### src/core/line_timing_params.svh
// Register indices, field positions, reset values and offsets of the
// line timing generator. Assumes APB byte address = 4 * register index.
`ifndef LINE_TIMING_PARAMS_SVH
`define LINE_TIMING_PARAMS_SVH

// ==========================================================================
// Register indices
`define IDX_VERT_CTRL        8'h19
`define IDX_TIP_PULSE_WIDTH  8'h20
`define IDX_GAP_AFTER_TIP    8'h21
`define IDX_CHROMA_REF_LEN   8'h22
`define IDX_COLOR_PORCH_LEN  8'h23
`define IDX_WIDE_PORCH_LOW   8'h24
`define IDX_ACTIVE_LOW       8'h25
`define IDX_SECOND_HALF_LOW  8'h26
`define IDX_FIRST_HALF_LOW   8'h27
`define IDX_EQ_LOW_LEN       8'h28
`define IDX_EQ_HIGH_LEN      8'h29
`define IDX_VTIP_LOW_LEN     8'h2a
`define IDX_VTIP_HIGH_LEN    8'h2b
`define IDX_FRONT_PORCH_LEN  8'h2c
`define IDX_LEN_MSB          8'h2d
`define IDX_GEN_CTRL         8'h40
`define IDX_GEN_STATUS       8'h41

// ==========================================================================
// Field positions
`define OFFSET_SELECT_POS    6
`define MSB_WIDE_PORCH_POS   6
`define MSB_ACTIVE_POS       4
`define MSB_FIRST_HALF_POS   2
`define MSB_SECOND_HALF_POS  0
`define CTRL_RUN_POS         0
`define CTRL_MODE_POS        1
`define STATUS_RUN_POS       7

// ==========================================================================
// Reset values and fixed offsets
`define LEN_RESET            8'h00
`define CTRL_RESET           8'h00
`define OFFSET_LOW           10'h100
`define OFFSET_HIGH          10'h200

`endif

### src/core/line_timing_pkg.sv
// Types of the line timing generator: bus carriers, modes, segments and
// the single state record of the generator.
package line_timing_pkg;

  // ========================================================================
  // APB carriers and video outputs
  typedef struct packed {
    logic        psel;
    logic        penable;
    logic        pwrite;
    logic [11:0] paddr;
    logic [31:0] pwdata;
  } apb_req_type;

  typedef struct packed {
    logic [31:0] prdata;
    logic        pready;
    logic        pslverr;
  } apb_rsp_type;

  typedef struct packed {
    logic sync_n;
    logic burst_gate;
    logic active_video;
    logic vertical_interval;
  } video_out_type;

  // ========================================================================
  // Line modes and segments
  typedef enum logic [1:0] {
    mode_normal,
    mode_wide_porch,
    mode_half_line,
    mode_vertical
  } line_mode_type;

  typedef enum logic [3:0] {
    seg_idle,
    seg_tip,
    seg_gap,
    seg_chroma,
    seg_porch,
    seg_wide_porch,
    seg_active,
    seg_first_half,
    seg_second_half,
    seg_front,
    seg_eq_low,
    seg_eq_high,
    seg_vtip_low,
    seg_vtip_high
  } segment_type;

  // ========================================================================
  // Whole state of the generator
  typedef struct packed {
    logic [12:0][7:0] len;
    logic [7:0]       len_msb;
    logic             offset_select_bit;
    logic             run;
    line_mode_type    mode;
    segment_type      seg;
    logic [9:0]       count;
    apb_rsp_type      rsp;
    video_out_type    vid;
  } state_type;

endpackage

### src/core/video_line_timing.sv
// Programmable sync and blanking interval generator with an APB register
// file. Assumes an APB master on pclk; all video outputs are registered.
//
// The APB register port was chosen for this implementation.
`timescale 1ns/1ps
`include "line_timing_params.svh"

// How it works
// sync tip lasts tip_pulse_width cycles
// gap after tip lasts gap_after_tip_len
// chroma burst lasts chroma_ref_len cycles
// colour back porch lasts color_porch_len
// wide porch is 10-bit, low byte separate
// active region is 10-bit, low byte separate
// two half-line actives, 10-bit each
// equalizer low lasts equalizer_low_len cycles
// equalizer high is value plus 256/512
// vertical tip low is value plus 256/512
// vertical tip high has no offset
// front porch lasts front_porch_len cycles
// offset_select_bit low adds 256, high 512
// top two bits from shared byte register
// segments run back to back, counted
module video_line_timing (
  input  wire logic                         pclk,     // 200 MHz clock
  input  wire logic                         presetn,  // async reset
  input  wire line_timing_pkg::apb_req_type apb_req,  // APB request
  output line_timing_pkg::apb_rsp_type      apb_rsp,  // APB answer
  output line_timing_pkg::video_out_type    vid       // sync and gates
);

  line_timing_pkg::state_type s;
  line_timing_pkg::state_type next_s;

  // ========================================================================
  // Helpers

  function automatic logic [9:0] offset_len(
    input logic [7:0] low,
    input logic       sel
  );
    logic [9:0] base;
    base = sel ? `OFFSET_HIGH : `OFFSET_LOW;
    return base + {2'b00, low};
  endfunction

  function automatic logic [9:0] wide_len(
    input logic [7:0] low,
    input logic [7:0] msb,
    input int         pos
  );
    return {msb[pos+1 -: 2], low};
  endfunction

  function automatic logic [9:0] seg_len(
    input line_timing_pkg::segment_type seg,
    input line_timing_pkg::state_type   st
  );
    logic [9:0] r;
    r = 10'h000;
    unique case (seg)
      line_timing_pkg::seg_idle:
        r = 10'h000;
      line_timing_pkg::seg_tip:
        r = {2'b00, st.len[0]};
      line_timing_pkg::seg_gap:
        r = {2'b00, st.len[1]};
      line_timing_pkg::seg_chroma:
        r = {2'b00, st.len[2]};
      line_timing_pkg::seg_porch:
        r = {2'b00, st.len[3]};
      line_timing_pkg::seg_wide_porch:
        r = wide_len(st.len[4], st.len_msb,
                     `MSB_WIDE_PORCH_POS);
      line_timing_pkg::seg_active:
        r = wide_len(st.len[5], st.len_msb,
                     `MSB_ACTIVE_POS);
      line_timing_pkg::seg_second_half:
        r = wide_len(st.len[6], st.len_msb,
                     `MSB_SECOND_HALF_POS);
      line_timing_pkg::seg_first_half:
        r = wide_len(st.len[7], st.len_msb,
                     `MSB_FIRST_HALF_POS);
      line_timing_pkg::seg_eq_low:
        r = {2'b00, st.len[8]};
      line_timing_pkg::seg_eq_high:
        r = offset_len(st.len[9], st.offset_select_bit);
      line_timing_pkg::seg_vtip_low:
        r = offset_len(st.len[10], st.offset_select_bit);
      line_timing_pkg::seg_vtip_high:
        r = {2'b00, st.len[11]};
      line_timing_pkg::seg_front:
        r = {2'b00, st.len[12]};
    endcase
    return r;
  endfunction

  // The mode is looked at only when a segment ends, so a mode change never
  // cuts a segment short.
  function automatic line_timing_pkg::segment_type seg_next(
    input line_timing_pkg::segment_type   seg,
    input line_timing_pkg::line_mode_type mode
  );
    line_timing_pkg::segment_type n;
    n = line_timing_pkg::seg_tip;
    unique case (seg)
      line_timing_pkg::seg_tip:
        n = line_timing_pkg::seg_gap;
      line_timing_pkg::seg_gap:
        n = line_timing_pkg::seg_chroma;
      line_timing_pkg::seg_chroma:
        n = (mode == line_timing_pkg::mode_wide_porch) ?
            line_timing_pkg::seg_wide_porch : line_timing_pkg::seg_porch;
      line_timing_pkg::seg_porch,
      line_timing_pkg::seg_wide_porch:
        n = (mode == line_timing_pkg::mode_half_line) ?
            line_timing_pkg::seg_first_half : line_timing_pkg::seg_active;
      line_timing_pkg::seg_first_half:
        n = line_timing_pkg::seg_second_half;
      line_timing_pkg::seg_active,
      line_timing_pkg::seg_second_half:
        n = line_timing_pkg::seg_front;
      line_timing_pkg::seg_eq_low:
        n = line_timing_pkg::seg_eq_high;
      line_timing_pkg::seg_eq_high:
        n = line_timing_pkg::seg_vtip_low;
      line_timing_pkg::seg_vtip_low:
        n = line_timing_pkg::seg_vtip_high;
      line_timing_pkg::seg_idle,
      line_timing_pkg::seg_front,
      line_timing_pkg::seg_vtip_high:
        n = (mode == line_timing_pkg::mode_vertical) ?
            line_timing_pkg::seg_eq_low : line_timing_pkg::seg_tip;
    endcase
    return n;
  endfunction

  function automatic line_timing_pkg::video_out_type seg_video(
    input line_timing_pkg::segment_type seg
  );
    line_timing_pkg::video_out_type v;
    v.sync_n = !(seg == line_timing_pkg::seg_tip ||
                 seg == line_timing_pkg::seg_eq_low ||
                 seg == line_timing_pkg::seg_vtip_low);
    v.burst_gate = (seg == line_timing_pkg::seg_chroma);
    v.active_video = (seg == line_timing_pkg::seg_active ||
                      seg == line_timing_pkg::seg_first_half ||
                      seg == line_timing_pkg::seg_second_half);
    v.vertical_interval = (seg == line_timing_pkg::seg_eq_low ||
                           seg == line_timing_pkg::seg_eq_high ||
                           seg == line_timing_pkg::seg_vtip_low ||
                           seg == line_timing_pkg::seg_vtip_high);
    return v;
  endfunction

  // ========================================================================
  // Register decode

  // The thirteen length bytes sit at consecutive indices. One range test
  // and one subtraction serve the read mux, the write path and the map, so
  // the three can never disagree about where a length lives.
  function automatic logic is_len_idx(input logic [9:0] idx);
    return idx >= 10'(`IDX_TIP_PULSE_WIDTH) &&
           idx <= 10'(`IDX_FRONT_PORCH_LEN);
  endfunction

  function automatic logic [3:0] len_slot(input logic [9:0] idx);
    logic [9:0] rel;
    rel = idx - 10'(`IDX_TIP_PULSE_WIDTH);
    return rel[3:0];
  endfunction

  // ========================================================================
  // Register read mux

  function automatic logic [31:0] read_word(
    input logic [9:0]                 idx,
    input line_timing_pkg::state_type st
  );
    logic [31:0] r;
    r = 32'h0000_0000;
    if (is_len_idx(idx)) begin
      r[7:0] = st.len[len_slot(idx)];
    end else if (idx == 10'(`IDX_LEN_MSB)) begin
      r[7:0] = st.len_msb;
    end else if (idx == 10'(`IDX_VERT_CTRL)) begin
      r[`OFFSET_SELECT_POS] = st.offset_select_bit;
    end else if (idx == 10'(`IDX_GEN_CTRL)) begin
      r[`CTRL_RUN_POS] = st.run;
      r[`CTRL_MODE_POS +: 2] = st.mode;
    end else if (idx == 10'(`IDX_GEN_STATUS)) begin
      r[3:0] = st.seg;
      r[`STATUS_RUN_POS] = (st.seg != line_timing_pkg::seg_idle);
    end
    return r;
  endfunction

  function automatic logic mapped(input logic [9:0] idx);
    return is_len_idx(idx) ||
           idx == 10'(`IDX_LEN_MSB) ||
           idx == 10'(`IDX_VERT_CTRL) ||
           idx == 10'(`IDX_GEN_CTRL) ||
           idx == 10'(`IDX_GEN_STATUS);
  endfunction

  // ========================================================================
  // Next state

  logic [9:0] reg_idx;
  logic       access;
  logic       word_ok;
  logic [9:0] cur_len;

  assign reg_idx = apb_req.paddr[11:2];
  assign access  = apb_req.psel && apb_req.penable;
  assign word_ok = (apb_req.paddr[1:0] == 2'b00) && mapped(reg_idx);
  assign cur_len = seg_len(s.seg, s);

  always_comb begin
    next_s = s;

    // Bus slave: one wait state, the answer is prepared while pready is
    // low and the write lands at the edge that sees pready high.
    // The error flag falls with pready, so it never outlives its transfer.
    next_s.rsp.pready  = access && !s.rsp.pready;
    next_s.rsp.pslverr = 1'b0;
    if (access && !s.rsp.pready) begin
      next_s.rsp.pslverr = !word_ok;
      next_s.rsp.prdata  = (apb_req.pwrite || !word_ok) ?
                           32'h0000_0000 : read_word(reg_idx, s);
    end
    if (access && s.rsp.pready && apb_req.pwrite && word_ok) begin
      if (is_len_idx(reg_idx)) begin
        next_s.len[len_slot(reg_idx)] = apb_req.pwdata[7:0];
      end else if (reg_idx == 10'(`IDX_LEN_MSB)) begin
        next_s.len_msb = apb_req.pwdata[7:0];
      end else if (reg_idx == 10'(`IDX_VERT_CTRL)) begin
        next_s.offset_select_bit = apb_req.pwdata[`OFFSET_SELECT_POS];
      end else if (reg_idx == 10'(`IDX_GEN_CTRL)) begin
        next_s.run  = apb_req.pwdata[`CTRL_RUN_POS];
        next_s.mode = line_timing_pkg::line_mode_type'(
                        apb_req.pwdata[`CTRL_MODE_POS +: 2]);
      end
    end

    // Segment sequencer. A zero length still spends one cycle in its
    // segment; skipping it in the same cycle would need a priority chain
    // across every later segment and buys nothing on a real line.
    // A length rewritten shorter in mid-segment ends that segment at once;
    // a test for equality would let the counter run on until it wrapped.
    if (!s.run) begin
      next_s.seg   = line_timing_pkg::seg_idle;
      next_s.count = 10'h000;
    end else if (s.seg == line_timing_pkg::seg_idle ||
                 cur_len == 10'h000 ||
                 s.count >= cur_len - 10'h001) begin
      next_s.seg   = seg_next(s.seg, s.mode);
      next_s.count = 10'h000;
    end else begin
      next_s.count = s.count + 10'h001;
    end

    next_s.vid = seg_video(next_s.seg);
  end

  always_ff @(posedge pclk or negedge presetn) begin
    if (!presetn) begin
      s.len               <= {13{`LEN_RESET}};
      s.len_msb           <= `LEN_RESET;
      s.offset_select_bit <= 1'b0;
      s.run               <= 1'b0;
      s.mode              <= line_timing_pkg::mode_normal;
      s.seg               <= line_timing_pkg::seg_idle;
      s.count             <= 10'h000;
      s.rsp               <= '0;
      s.vid               <= 4'b1000;
    end else begin
      s <= next_s;
    end
  end

  assign apb_rsp = s.rsp;
  assign vid     = s.vid;

endmodule

### config.mk
export PLATFORM = sky130hd
export DESIGN_NAME = video_line_timing
export DESIGN_NICKNAME = d
export VERILOG_FILES = /design/src/core/line_timing_pkg.sv /design/src/core/video_line_timing.sv
export VERILOG_INCLUDE_DIRS = /design/src /design/src/core
export SDC_FILE = /design/constraint.sdc
export NUM_CORES = 1
export LEC_CHECK = 0
export ABC_CLOCK_PERIOD_IN_PS = 4640
export BUFFER_PORTS_ARGS = -buffer_cell sky130_fd_sc_hd__buf_2
export CAP_MARGIN = 0
export CORE_MARGIN = 2
export CORE_UTILIZATION = 30
export DETAILED_ROUTE_END_ITERATION = 8
export GPL_ROUTABILITY_DRIVEN = 0
export PLACE_DENSITY = 0.42
export REMOVE_ABC_BUFFERS = 1
export SYNTH_ARGS = -nofsm -noshare
export SYNTH_HDL_FRONTEND = slang
export SYNTH_SLANG_ARGS = --single-unit
### constraint.sdc
create_clock -name pclk -period 4.64 [get_ports pclk]
set_input_delay 0.464 -clock pclk [delete_from_list [all_inputs] [get_ports pclk]]
set_output_delay 0.464 -clock pclk [all_outputs]
set_load 0.005 [all_outputs]
==> results of run 1 <==
report_power, final:
part	internal (mW)	switching [mW]	leakage (nW)	total (mW)
Sequential	1.31	0.0576	1.98	1.36
Combinational	0.814	1.11	2.50	1.93
Clock	0.755	0.624	0.276	1.38
Total	2.88	1.80	4.76	4.67
registers in the layout, indices dropped and copies added (netlist names):
signal   flops
s          130
vid          4
apb_rsp     10
area by class of cell:
class | instances | area [um2] | share of cell area, %
well taps | 384 | 480 | 4.64
flip-flops and latches | 144 | 3610 | 34.9
repair buffers | 118 | 851 | 8.22
inverters | 10 | 37.5 | 0.362
clock inverters | 15 | 149 | 1.44
clock buffers | 17 | 425 | 4.11
multi-input cells | 579 | 4800 | 46.3
routing by layer:
layer  GRT usage, %  up-vias
met3           3.38       32
met5              0        -
met4           5.87        0
met2           30.2      197
met1           28.3     3508
li1               -     3054
repair_timing:
action,CTS,global route
pin swaps,0,8
hold buffers,0,0
resized for setup,3,21
endpoints found under the setup margin,12,16
cloned,0,0
setup buffers,0,3
endpoints found under the hold margin,0,0
placed cells by master, fill, tap and decap left out, types with 11 or more instances in the layout:
cell type  Yosys  routed
o21ai_0       18      17
buf_2         12      37
nor3_1        15      15
nand3_1       24      24
nand2_1       49      47
mux2_2       116     116
a21oi_1       33      33
ha_1          12      11
buf_4         42      75
nor2b_1       27      22
conb_1         1      24
clkbuf_16      0      17
mux4_2        28      28
dfrtp_1      143     140
nor2_1        52      50
mux2i_1       27      26
path summary, 6_finish.rpt:
kind / startpoint / to / cells past startpoint
setup reg to reg: s[49] / vid[1] / 19
setup / recovery: s[49] / vid[1] / 19
hold / removal: presetn / s[44] / 1
hold reg to reg: apb_rsp[8] / apb_rsp[8] / 2
min in group pclk: apb_req[33] / apb_rsp[0] / 3
max in group asynchronous: presetn / s[49] / 2
cell families (layout without fill, tap and decap cells):
logic type	count (synthesis)	count (layout)	share of synthesized area [%]
xor+xnor	16	16	1.59
other cells	1	24	0.0426
simple gates	229	229	13.9
fa+ha+maj	12	12	1.71
buf+inv	100	160	6.31
flops	144	144	40.9
compound gates	123	123	9.84
mux	175	175	25.6
per-stage QoR:
step	setup TNS (ps)	instance area [um2]	setup WS [ps]	std cells
5_1_grt	0	10400	25.7	1267
6_report	0	10400	258	1267
3_3_place_gp	-134	9670	-73.2	1232
2_1_floorplan	-139	8370	-110	733
3_5_place_dp	-299	9670	-74.9	1232
4_1_cts	0	10200	12.7	1264
==> run metrics, run 1 <==
startpoint types=flip-flop; largest net degree at the start of global routing=93; num rows=62; top cells by area, synth=dfrtp_1 41%, mux2_2 15%, mux4_2 7.2%, buf_4 3.6%, mux2i_1 3.1%; area share of the largest cell type after synthesis=40.6%; die width=175 um; Tmin final=4380 ps; crit-path cells=buf_4 > nor2_1 > buf_4 > a32o_1 > a2111o_1 > nor3_4 > nand3_1 > nor4_1 > nand2_1 > xnor2_1 > ha_1 > a21o_1 > a31oi_4 > buf_4 > o21a_1 > o41a_1 > o31ai_4 > inv_2 > mux2_4; Congestion Overflow GR=0; final net count=931; CTS Sinks=144; data required time at the worst endpoint=4950 ps; crit-path max cell delay=540 ps; fmax=0.228 GHz; worst vdd ir=0.000291 V; Top Ports=87; Root Driver=clkbuf_16; Mapped Cells=800; Cell variety after synth=76; Inserted Clock Buffers=17; MaxCap Viol Count=0; crit-path max FO=12; Fin Hold WS=91.6 ps; # diodes=0; dominant cell by count in the synthesized netlist=dfrtp_1; metal2 WL=13100 um; routed via count=6791; Yosys top cell by area=dfrtp_1; Syn Std Cell Area=8800 um2; share of cells above drive strength 1=37.6%; Pwr Density=451 nW/um2; Relative slew margins=40.0%; clk slew on worst S/H paths=70 ps; Worst R2R Setup Slack=260 ps; synth cell count leaders=143 x dfrtp_1, 116 x mux2_2, 52 x nor2_1; # H-tree levels=4; crit-path leading delay family=compound AO/OA/AOI/OAI gates; critical path capture point type=flip-flop; Final Cycle Share=94.4%; Post-synth ARST share=100%; RSZ-0062 raised after global routing=no; status=complete, no violations; top_reg_cell synth=dfrtp_1; # fillers=2898; Clock Path Buffers=2; CP Data Arrival Time=4700 ps; Synth Area per Inst=11.0 um2; Final Core Density=36.0%; initial antenna violation count=1; drt first pass iters=5; Die Ht=175 um; Setup Viol. Count Final=0; Initial DRC Count=512; Buf/Inv on CP=4; GRT Util Overall=19.7%; Pleak=4.76 nW; drt wl/cell=23.2 um; drt drc=0; via/cell ratio=5.36; fin. max-slew vios=0; Syn-to-layout area delta=17.6%; Starting Density=30.6%; Detail Placement HPWL=21000 um; Seq/Total Area, Yosys=40.9%; Tightest Pin Transition=900 ps; Final Hold Viols=0; Crit Path Category=flip-flop to flip-flop; Final ANT Viol Nets=0; post-layout power=4.67 mW; IO Port Bufs=38; CTS tree=done; Skew-Pair Late Insertion Delay=440 ps; post-synthesis register bit count=144; final WL=29400 um; uppermost layer routed=met4; met1 WL=14100 um; Worst path most repeated cell=buf_4; clk_skew=14.1 ps; HP Class=primary input to asynchronous set/reset pin; critical path's slowest cell=dfrtp_4; EDFF count, synth=0; Core ar.=28800 um2; die area=30700 um2; DR WL met3=1490 um; YS warnings=0; vias in the first global route=6675; global-route wire length before repair=44300 um
Power figures use the tool's default switching activity.
==> run 2, diff against run 1 <==
Settings changed: ABC_CLOCK_PERIOD_IN_PS 4640 to 4800, CORE_UTILIZATION 30 to 55, PLACE_DENSITY 0.42 to 0.71.
Clock period 4.64 ns to 4.8 ns, I/O delays scaled along.
==> run metrics, run 2 (synthesized netlist as in run 1, its figures left out) <==
GRT Util Overall=30.3%; final net count=882; DP Worst Slack=198 ps; drt first pass iters=5; Starting Density=55.8%; Tmin final=4470 ps; worst vdd ir=0.000391 V; routed via count=6875; Final Hold Viols=0; Core ar.=15800 um2; Root Driver=clkbuf_16; clock power share=31.3%; crit-path max cell delay=370 ps; Finished Layout Cells=1049; combinational share of power=36.8%; Pwr Density=427 nW/um2; Inserted Clock Buffers=17; Skew-Pair Late Insertion Delay=430 ps; die width=131 um; P_sw=1.53 mW; status=complete, no violations; Clock Path Buffers=2; crit-path max FO=50; hold buffers post-CTS=0; num rows=46; Buf/Inv on CP=1; IO Port Bufs=38; MaxCap Viol Count=0; CP Data Arrival Time=4800 ps; initial antenna violation count=0; Syn-to-layout area delta=10.1%; drt wl/cell=23.8 um; clk slew on worst S/H paths=60 ps; crit-path leading delay family=compound AO/OA/AOI/OAI gates; global-route wire length before repair=38300 um; Reg power frac=31.9%; # H-tree levels=4; largest net degree at the start of global routing=97; sw frac=37.1%; HP Class=primary input to asynchronous set/reset pin; Largest register FFs=130; Placed Cells=1016; Crit Path Category=flip-flop to flip-flop; Relative slew margins=37.1%; fin. max-slew vios=0; Fin Hold WS=118 ps; die area=17000 um2; CTS tree=done; Detail Placement HPWL=16600 um; critical path capture point type=flip-flop; fmax=0.224 GHz; final WL=25000 um; startpoint types=flip-flop; Final Cycle Share=93.2%; via/cell ratio=6.55; Largest Register=s; commonest non-fill, non-tap cell in the layout=dfrtp_1; clk_skew=9.83 ps; CTS Sinks=144; Die Ht=131 um; Final ANT Viol Nets=0; share of cells above drive strength 1=31.3%; crit-path cells=buf_12 > mux2_1 > a221oi_1 > a211oi_1 > nor4b_2 > nand2_1 > nor2b_1 > xor2_1 > ha_1 > a2111oi_0 > o21ai_0 > a221o_1 > a31oi_2 > and2_1 > o21a_1 > o211a_1 > a21boi_1; worst setup slack after layout=326 ps; Top Ports=87; Pleak=4.49 nW; # diodes=0; # fillers=1280; internal power=2.60 mW; data required time at the worst endpoint=5120 ps; Initial DRC Count=785; Setup Viol. Count Final=0; RSZ-0062 raised after global routing=no; Congestion Overflow GR=0; most frequent cells in the layout=141 x dfrtp_1, 116 x mux2_2, 52 x nor2_1; vias in the first global route=6719; Tightest Pin Transition=942 ps; drt drc=0; critical path's slowest cell=dfrtp_1; final setup TNS=0 ps
[run 2: cell types whose count changed in the layout (fill, tap and decap cells not counted), moves of 3 or more]
| cell | delta |
|---|---|
| buf_4 | -48 |
| clkbuf_1 | +5 |
| inv_6 | -3 |
| inv_8 | -3 |
| nor2b_1 | +4 |
| nor2b_2 | -4 |
[run 2: stage by stage]
step	utilization [%]	cell area, um2	power (mW)
after detailed placement	57.7	9090	2.79
after floorplan	-	8370	2.22
after global routing	61.5	9690	4.29
final	61.5	9690	4.14
after global placement	57.7	9090	2.75
after CTS	61.3	9660	4.08
[run 2: what timing repair did]
| item | in CTS | in global routing |
|---|---|---|
| buffers inserted | 0 | 2 |
| gates resized for setup | 0 | 4 |
| setup endpoints to repair | 0 | 16 |
[run 2: path summary, 6_finish.rpt]
check / start / to / depth (start not counted) / slack, ps
min in group pclk: apb_req[33] / apb_rsp[0] / 3 / 330
worst min register to register: apb_rsp[8] / apb_rsp[8] / 2 / 470
worst max register to register: s[51] / vid[0] / 17 / 330
max in group asynchronous: presetn / s[82] / 2 / 3480
worst min-delay path: presetn / s[42] / 1 / 120
worst max-delay path: s[51] / vid[0] / 17 / 330
[run 2: power groups by stage]
stage	combinational, mW	clock, mW	sequential (mW)
6_report	1.52	1.29	1.32
5_1_grt	1.61	1.35	1.32
4_1_cts	1.45	1.30	1.33
3_5_place_dp	1.44	0	1.35
3_3_place_gp	1.40	0	1.35
2_1_floorplan	0.778	0	1.45
[run 2: area by class of cell]
class	count	area, um2	area share (%)
clock buffers	23	458	4.73
well taps	216	270	2.79
repair buffers	69	470	4.85
multi-input cells	579	4740	48.9
clock inverters	8	108	1.11
flip-flops and latches	144	3610	37.2
inverters	10	37.5	0.387
[run 2: layer usage]
layer  vias up  GRT usage [%]  share of wire (%)
met3        79           6.43                8.4
li1       2941              -                  -
met1      3468           41.0                 41
met2       387           48.0                 47
met4         0           12.1                3.7
met5         -              0                  0
